### config.mk
export PLATFORM = sky130hd
export DESIGN_NAME = uarx_rx_recovery
export DESIGN_NICKNAME = d
export VERILOG_FILES = /design/src/pkg/uarx_pkg.sv /design/src/core/uarx_rx_recovery.sv /design/src/core/uarx_tick_gen.sv
export SDC_FILE = /design/constraint.sdc
export NUM_CORES = 1
export LEC_CHECK = 0
export BUFFER_PORTS_ARGS = -buffer_cell sky130_fd_sc_hd__buf_4
export CAP_MARGIN = 30
export CORE_MARGIN = 8
export CORE_UTILIZATION = 23
export DETAILED_ROUTE_END_ITERATION = 6
export PLACE_DENSITY = 0.37
export SETUP_SLACK_MARGIN = 0.5
export SYNTH_ARGS = -nofsm -noshare
export SYNTH_HDL_FRONTEND = slang
export SYNTH_HIERARCHICAL = 1
export SYNTH_SLANG_ARGS = --single-unit
### constraint.sdc
create_clock -name i_clock -period 2.4 [get_ports i_clock]
set_input_delay 0 -clock i_clock [delete_from_list [all_inputs] [get_ports i_clock]]
set_output_delay 0 -clock i_clock [all_outputs]
set_load 0.01 [all_outputs]
### src/pkg/uarx_pkg.sv
/*
 * uarx_pkg: constants and carrier types for the asynchronous receive front end.
 * assumes a single 50 MHz system clock domain.
 */
package uarx_pkg;
   // ==========================================================
   // widths and timing
   localparam int          DIV_W          = 12;
   localparam int          CNT_W          = 4;
   localparam int          BITS_W         = 4;
   localparam logic [3:0]  MAX_BITS       = 4'ha;  // data + parity, upper limit
   localparam logic [3:0]  MIN_BITS       = 4'h5;  // data + parity, lower limit
   // last state of a bit: 15 normal, 7 double speed
   localparam logic [3:0]  LAST_NORM      = 4'hf;
   localparam logic [3:0]  LAST_DBL       = 4'h7;
   // start qualification samples, counted from the first low sample as 1
   localparam logic [3:0]  START_A_NORM   = 4'h8;
   localparam logic [3:0]  START_C_NORM   = 4'ha;
   localparam logic [3:0]  START_A_DBL    = 4'h4;
   localparam logic [3:0]  START_C_DBL    = 4'h6;
   // centre samples of a data bit, states numbered 1..16 / 1..8
   localparam logic [3:0]  MID_A_NORM     = 4'h8;
   localparam logic [3:0]  MID_C_NORM     = 4'ha;
   localparam logic [3:0]  MID_A_DBL      = 4'h4;
   localparam logic [3:0]  MID_C_DBL      = 4'h6;
   localparam logic [3:0]  STATE_ONE      = 4'h1;
   localparam logic [3:0]  STATE_ZERO     = 4'h0;
   localparam logic [9:0]  DATA_ZERO      = 10'h000;
   localparam logic [DIV_W-1:0] DIV_ZERO  = 12'h000;
   localparam logic [1:0]  SYNC_IDLE      = 2'h3;

   typedef enum logic [1:0] {
      UARX_IDLE  = 2'b00,
      UARX_START = 2'b01,
      UARX_DATA  = 2'b10,
      UARX_STOP  = 2'b11
   } uarx_state_e;

   typedef struct packed {
      logic [9:0] data;          // bits in arrival order, bit 0 first
      logic       frame_error_flag;
   } uarx_frame_s;

   typedef struct packed {
      logic             double_speed_select;
      logic             stop_bit_count_select;
      logic [3:0]       frame_bits;
      logic [DIV_W-1:0] baud_divisor;
   } uarx_cfg_s;
endpackage

### src/core/uarx_rx_recovery.sv
/*
 * uarx_rx_recovery: start detection, bit timing realignment and majority
 * vote recovery of an asynchronous receive line.
 * assumes the buffer side accepts o_frame_valid at any time (no back-pressure).
 */
//
// Overview of operation
// - oversample at 16x baud, or 8x when double speed is selected.
// - idle-high to low starts detection; the first low sample is sample one.
// - qualify start on samples 8,9,10 normal or 4,5,6 double speed.
// - two or more high qualifying samples reject start; watch for next edge.
// - valid start realigns bit timing, anew for every frame.
// - per-bit state counter of 16 or 8 states numbers each sample.
// - bit value is majority of three centre samples.
// - recover data and parity bits through first stop bit only.
// - stop bit majority voted; zero sets frame error.
// - accept new falling edge right after last stop voting sample.
// - support five to ten data plus parity bits.
// - baud mismatch split equally; receiver error within recommended percent.
// - frame error travels with its frame; stop count setting ignored.
`timescale 1ns/1ps
module uarx_rx_recovery
   import uarx_pkg::*;
(
   // clock and reset
   input  wire logic        i_clock,
   input  wire logic        i_rst,
   // serial line and configuration
   input  wire logic        i_rx_line,
   input  wire uarx_cfg_s   i_cfg,
   // recovered frame
   output uarx_frame_s      o_frame,
   output logic            o_frame_valid,
   output logic            o_busy
);
   // ==========================================================
   // synchronizer and sample strobe
   logic [1:0]  sync_ff;
   logic        tick;
   always_ff @(posedge i_clock or posedge i_rst)
   begin
      if (i_rst)
         sync_ff <= SYNC_IDLE;
      else
         sync_ff <= {sync_ff[0], i_rx_line};
   end
   wire line = sync_ff[1];

   uarx_tick_gen u_tick (
      .i_clock        (i_clock),
      .i_rst          (i_rst),
      .i_baud_divisor (i_cfg.baud_divisor),
      .o_tick         (tick)
   );

   // ==========================================================
   // state
   uarx_state_e state_ff, nxt_state;
   logic [3:0]  phase_ff, nxt_phase;
   logic [1:0]  ones_ff, nxt_ones;
   logic [3:0]  nbit_ff, nxt_nbit;
   logic [9:0]  data_ff, nxt_data;
   logic        prev_ff;
   uarx_frame_s frame_ff;
   logic        valid_ff;

   wire         dbl      = i_cfg.double_speed_select;
   wire [3:0]   last_st  = dbl ? LAST_DBL : LAST_NORM;
   wire [3:0]   st_a     = dbl ? START_A_DBL : START_A_NORM;
   wire [3:0]   st_c     = dbl ? START_C_DBL : START_C_NORM;
   wire [3:0]   md_a     = dbl ? MID_A_DBL : MID_A_NORM;
   wire [3:0]   md_c     = dbl ? MID_C_DBL : MID_C_NORM;
   // out of range lengths are clamped so timing covers 5..10 bits
   wire [3:0]   nbits    = (i_cfg.frame_bits < MIN_BITS) ? MIN_BITS :
                           (i_cfg.frame_bits > MAX_BITS) ? MAX_BITS : i_cfg.frame_bits;
   // phase holds the sample number of the previous tick; sample 16 reads as 0
   wire [4:0]   cur_sum  = {1'b0, phase_ff} + {1'b0, STATE_ONE};
   wire [3:0]   cur      = cur_sum[3:0];
   wire         in_win_s = (cur >= st_a) && (cur <= st_c);
   wire         in_win_d = (cur >= md_a) && (cur <= md_c);
   wire [1:0]   ones_inc = ones_ff + {1'b0, line};
   wire         vote_win = (ones_inc >= 2'h2);
   wire         fall     = prev_ff && !line;
   // one past the last sample of a bit, in the same 4-bit phase arithmetic
   wire [4:0]   wrap_sum = {1'b0, last_st} + {1'b0, STATE_ONE};
   wire [3:0]   bit_wrap = wrap_sum[3:0];

   always_comb
   begin
      nxt_state = state_ff;
      nxt_phase = phase_ff;
      nxt_ones  = ones_ff;
      nxt_nbit  = nbit_ff;
      nxt_data  = data_ff;
      if (tick)
      begin
         case (state_ff)
            UARX_IDLE:
            begin
               if (fall)
               begin
                  nxt_state = UARX_START;
                  nxt_phase = STATE_ONE;
                  nxt_ones  = 2'h0;
               end
            end
            UARX_START:
            begin
               nxt_phase = cur;
               if (in_win_s)
                  nxt_ones = ones_inc;
               if (cur == st_c)
               begin
                  if (vote_win)
                     nxt_state = UARX_IDLE;
                  else
                  begin
                     nxt_state = UARX_DATA;
                     nxt_nbit  = 4'h0;
                     nxt_ones  = 2'h0;
                     nxt_data  = DATA_ZERO;
                  end
               end
            end
            UARX_DATA, UARX_STOP:
            begin
               // start vote and bit votes end on the same sample number, so the
               // numbering runs on from the start bit and wraps once per bit
               nxt_phase = (cur == bit_wrap) ? STATE_ZERO : cur;
               if (in_win_d)
                  nxt_ones = ones_inc;
               if (cur == md_c)
               begin
                  nxt_ones  = 2'h0;
                  if (state_ff == UARX_DATA)
                  begin
                     nxt_data[nbit_ff] = vote_win;
                     nxt_nbit          = nbit_ff + 4'h1;
                     if (nbit_ff + 4'h1 == nbits)
                        nxt_state = UARX_STOP;
                  end
                  else
                     nxt_state = UARX_IDLE;
               end
            end
            default: nxt_state = UARX_IDLE;
         endcase
      end
   end

   always_ff @(posedge i_clock or posedge i_rst)
   begin
      if (i_rst)
      begin
         state_ff <= UARX_IDLE;
         phase_ff <= STATE_ZERO;
         ones_ff  <= 2'h0;
         nbit_ff  <= 4'h0;
         data_ff  <= DATA_ZERO;
         prev_ff  <= 1'b1;
      end
      else
      begin
         state_ff <= nxt_state;
         phase_ff <= nxt_phase;
         ones_ff  <= nxt_ones;
         nbit_ff  <= nxt_nbit;
         data_ff  <= nxt_data;
         if (tick)
            prev_ff <= line;
      end
   end

   // ==========================================================
   // frame output; stop count select deliberately not used
   wire stop_done = tick && (state_ff == UARX_STOP) && (cur == md_c);
   always_ff @(posedge i_clock or posedge i_rst)
   begin
      if (i_rst)
      begin
         frame_ff <= '0;
         valid_ff <= 1'b0;
      end
      else
      begin
         valid_ff <= stop_done;
         if (stop_done)
         begin
            frame_ff.data             <= data_ff;
            frame_ff.frame_error_flag <= !vote_win;
         end
      end
   end

   assign o_frame       = frame_ff;
   assign o_frame_valid = valid_ff;
   assign o_busy        = (state_ff != UARX_IDLE);

   // ==========================================================
   // checks
   start_first_a: assert property (@(posedge i_clock) disable iff (i_rst)
      (tick && state_ff == UARX_IDLE && fall) |=> (state_ff == UARX_START && phase_ff == STATE_ONE))
      else $error("start not entered on falling edge");
   reject_noise_a: assert property (@(posedge i_clock) disable iff (i_rst)
      (tick && state_ff == UARX_START && cur == st_c && vote_win) |=> state_ff == UARX_IDLE)
      else $error("noisy start not rejected");
   start_accept_a: assert property (@(posedge i_clock) disable iff (i_rst)
      (tick && state_ff == UARX_START && cur == st_c && !vote_win) |=> (state_ff == UARX_DATA && nbit_ff == 4'h0))
      else $error("valid start not accepted");
   frame_error_a: assert property (@(posedge i_clock) disable iff (i_rst)
      stop_done |=> (o_frame_valid && o_frame.frame_error_flag == !$past(vote_win)))
      else $error("frame error mismatch");
   early_start_a: assert property (@(posedge i_clock) disable iff (i_rst)
      stop_done |=> state_ff == UARX_IDLE)
      else $error("not ready after stop vote");
   bit_count_a: assert property (@(posedge i_clock) disable iff (i_rst)
      (state_ff == UARX_DATA) |-> (nbit_ff < nbits))
      else $error("too many bits");
   valid_pulse_a: assert property (@(posedge i_clock) disable iff (i_rst)
      o_frame_valid |=> !o_frame_valid)
      else $error("valid longer than one cycle");
   phase_range_a: assert property (@(posedge i_clock) disable iff (i_rst)
      (state_ff == UARX_START) |-> (phase_ff <= st_c))
      else $error("start phase out of range");
   // ticks since the last vote; a short bit period drifts off centre over a frame
   logic [3:0]  vote_gap_ff;
   wire         vote_tick = tick && (state_ff != UARX_IDLE) && (cur == md_c);
   always_ff @(posedge i_clock or posedge i_rst)
   begin
      if (i_rst)
         vote_gap_ff <= STATE_ZERO;
      else if (vote_tick)
         vote_gap_ff <= STATE_ZERO;
      else if (tick)
         vote_gap_ff <= vote_gap_ff + 4'h1;
   end
   bit_period_a: assert property (@(posedge i_clock) disable iff (i_rst)
      (vote_tick && state_ff != UARX_START) |-> (vote_gap_ff == last_st))
      else $error("bit period is not one full bit");
   c_frame: cover property (@(posedge i_clock) o_frame_valid && !o_frame.frame_error_flag);
   c_ferr: cover property (@(posedge i_clock) o_frame_valid && o_frame.frame_error_flag);
   c_noise: cover property (@(posedge i_clock) tick && state_ff == UARX_START && cur == st_c && vote_win);
   c_dbl: cover property (@(posedge i_clock) o_frame_valid && dbl);
endmodule // uarx_rx_recovery

### src/core/uarx_tick_gen.sv
/*
 * uarx_tick_gen: one-cycle oversample strobe from the baud divisor.
 * assumes the divisor is held stable while frames are received.
 */
`timescale 1ns/1ps
module uarx_tick_gen
   import uarx_pkg::*;
(
   // clock and reset
   input  wire logic             i_clock,
   input  wire logic             i_rst,
   // divisor
   input  wire logic [DIV_W-1:0] i_baud_divisor,
   // strobe
   output logic                  o_tick
);
   logic [DIV_W-1:0] count_ff;
   logic [DIV_W-1:0] nxt_count;
   wire              wrap = (count_ff == DIV_ZERO);

   // period is divisor + 1 clocks
   assign nxt_count = wrap ? i_baud_divisor : count_ff - 12'h001;
   assign o_tick    = wrap;

   always_ff @(posedge i_clock or posedge i_rst)
   begin
      if (i_rst)
         count_ff <= DIV_ZERO;
      else
         count_ff <= nxt_count;
   end
endmodule // uarx_tick_gen

==> metrics.yaml <==
drt_iter0_markers: 69
place_congestion: 0.729
crit_type: "reg2reg"
cts_made_buffers: 5
syn-cell-area_um2: 2750
fin_skew_ps: 2.93
r2r_end: "nbit_ff[3]"
die_y_um: 125
grtUsageTotal_pct: 8.83
synthCells: 279
crit_start: "phase_ff[1]"
firstDrtPassIters: 4
hpwl_um: 4730
vias: 2221
hold_viol: 0
powerDensity_nw_per_um2: 588
placed_cell_area_um2: 3280
antenna_found_initial: 0
syn_nets: 316
die_w_um: 125
htree_levels: 2
period_share_pct: 92.3
seq_area_frac_synth_pct: 44.7
core_um2: 11900
cp_common_cell: "ha_4"
maxClockFrequency_mhz: 451
drt_wl_total_um: 6880
avgSynthCellArea_um2: 9.87
grt_overflow: 0
start_util_pct: 23.2
async_flop_share_pct: 100
crit_end: "nbit_ff[3]"
via_per_inst: 4.47
synth_seq_cells: 49
crit_required_ps: 2570
syn_to_final_growth_pct: 41.6
slowest_delay_ps: 440
postRouteAntennaNets: 0
leakage_uw: 0.00169
reg2reg_from: "phase_ff[1]"
drc: 0
worst_pin_slew_ps: 505
start_kind: "flop"
die-area_um2: 15700
num_antenna_cells: 0
grt_pass1_wl_um: 11500
io_buffers: 32
crit_chain: "ha_4 > xor2_4 > ha_4 > nand4_4 > nand2b_4 > a22o_4 > or2_4 > o21ai_2 > o41ai_2"
cp_max_fo: 8
cts.reportedPaths.clkPinSlew_ps: 70
final_nets: 386
clk_path_buf_depth: 2
boundaryPins: 34
wire_per_inst_um: 13.8
cts_root_buffer: "clkbuf_16"
maxSlewViolCount: 0
ff2ff_path_depth: 9
synth_edf_count: 0
arrival_ps: 2380
synth_flop_cell: "dfrtp_1"
cts_tree: "done"
min_path_type: "in2reg"
ys_types: 50
r2r_setup_slack_ps: 180
fin_area_um2: 3900
drive_gt1_share_pct: 36.3
irDropWorstVdd_mv: 0.391
setup_viol: 0
fin_crit_ps: 2220
status: "finished, final reports clean"
yosysWarnings: 6
grt_max_degree: 38
clk_latency_ps: 290
maxCapViolCount: 0
rsz0062_at_grt: "yes"
rows: 40
cp_slowest_cell: "dfrtp_2"
relSlewSlack_pct: 66.3
setup-tns-final_ps: 0
grt_pass1_vias: 2269
setup.worst_path.end_class: "flop"
cts.sinks: 49
[cell usage in the layout, fill, tap and decap left out, types with 2 or more instances in the layout]
cell and n:
a21oi_1 26, a22o_1 2, a32o_1 2, buf_4 57, buf_6 2, clkbuf_16 5, dfrtp_1 41, dfrtp_2 5
dfstp_2 3, dlygate4sd3_1 14, ha_1 10, ha_4 5, inv_1 15, mux2_2 12, mux2i_1 2, nand2_1 18
nand3_1 7, nand3b_1 4, nor2_1 24, nor2_4 2, nor2b_1 2, nor3_1 2, nor3_2 2, nor3b_1 4
nor4_4 3, o21a_1 3, o21ai_0 6, o21ai_1 16, o21ai_2 4, o41ai_2 3, or2_4 3, or3_1 3
xnor2_1 7, xor2_1 5
[cells by family (layout without fill, tap and decap cells)]
family	count (synthesis)	count (layout)	share of synthesized area (%)
simple gates	89	90	18.3
compound gates	70	70	15.2
flops	49	49	44.7
buf+inv	27	97	4.54
fa+ha+maj	16	16	7.27
xor+xnor	14	14	4.45
mux	14	14	5.63
[how the worst min path moves through the flow]
stage | from | endpoint | slack, ps | depth (start not counted)
after floorplan | i_rst | u_tick/count_ff[0] | -140 | 1
after global placement | i_rst | u_tick/count_ff[10] | 70 | 2
after detailed placement | i_rst | u_tick/count_ff[10] | 80 | 2
after CTS | i_cfg[15] | state_ff[0] | 280 | 6
after global routing | i_cfg[15] | state_ff[0] | 330 | 6
final | i_cfg[15] | state_ff[0] | 270 | 6
[worst max-delay path: cells and delay by family, from the launching register on]
kind,cells,cell delay [ps]
adders and majority gates,2,480
AOI/OAI and AO/OA,3,510
and+or+nand+nor,3,520
xor gates and xnor gates,1,160
DFF,1,440
[registers in the layout (all words and copies together) (netlist names), named ones only]
| signal | cells |
|---|---|
| data_ff | 10 |
| nbit_ff | 4 |
| o_frame | 11 |
| o_frame_valid | 1 |
| ones_ff | 2 |
| phase_ff | 4 |
| prev_ff | 1 |
| state_ff | 1 |
| sync_ff | 2 |
| u_tick/count_ff | 12 |
[power breakdown]
group          switching [uW]  internal [uW]
sequential                164            926
clock                     312            521
combinational             162            207
[area by class of cell]
| class | instances | area [um^2] |
|---|---|---|
| Fill cell | 1206 | 7960 |
| Multi-Input combinational cell | 204 | 1660 |
| Sequential cell | 49 | 1240 |
| Timing Repair Buffer | 73 | 591 |
| Tap cell | 147 | 184 |
| Clock buffer | 7 | 143 |
| Inverter | 16 | 60.1 |
| Clock inverter | 1 | 30.0 |
[cell usage after synthesis (2+ instances only)]
cell	count	area, um^2
or3_1	3	18.8
o21ai_0	24	120
nand2b_1	2	12.5
nor3_1	5	25.0
nor2b_1	2	12.5
nor3b_1	4	30.0
xor2_1	6	52.6
nand3_1	8	40.0
mux2i_1	2	20.0
o41ai_1	2	17.5
nor4_4	2	42.5
a22o_1	3	26.3
ha_1	16	200
a32o_1	2	20.0
inv_1	16	60.1
nor2_1	26	97.6
nand2_1	19	71.3
o21ai_1	2	10.0
o21a_1	3	22.5
dfrtp_1	46	1150
a21oi_1	27	135
xnor2_1	8	70.1
dfstp_2	3	78.8
and3_1	2	12.5
buf_2	2	10.0
mux2_2	12	135
clkbuf_1	6	22.5
nand3b_1	4	30.0
[layer usage]
layer  share of wire [%]  global-route usage (%)
met5                   0                       0
met4                0.86                    2.65
met3                 3.2                    2.55
met2                  48                    13.9
met1                  48                    11.4
[repair_timing]
action	4_1_cts	5_1_grt
endpoints found under the hold margin	59	0
pin swaps	21	15
hold buffers	14	0
gates resized for setup	35	21
setup endpoints to repair	32	32
cloned	2	0
buffers inserted	4	4
[metrics by stage]
step / hold slack [ps] / utilization, % / setup slack [ps] / power (uW) / cells
after floorplan: -135 / - / 85.5 / 1290 / 279
after global placement: 72.6 / 27.6 / 85.1 / 1400 / 465
after detailed placement: 79.0 / 27.6 / 31.7 / 1410 / 465
after CTS: 279 / 31.8 / 162 / 2290 / 493
after global routing: 330 / 32.9 / 75.4 / 2410 / 497
final: 271 / 32.9 / 184 / 2290 / 497
Power figures use the tool's default switching activity.
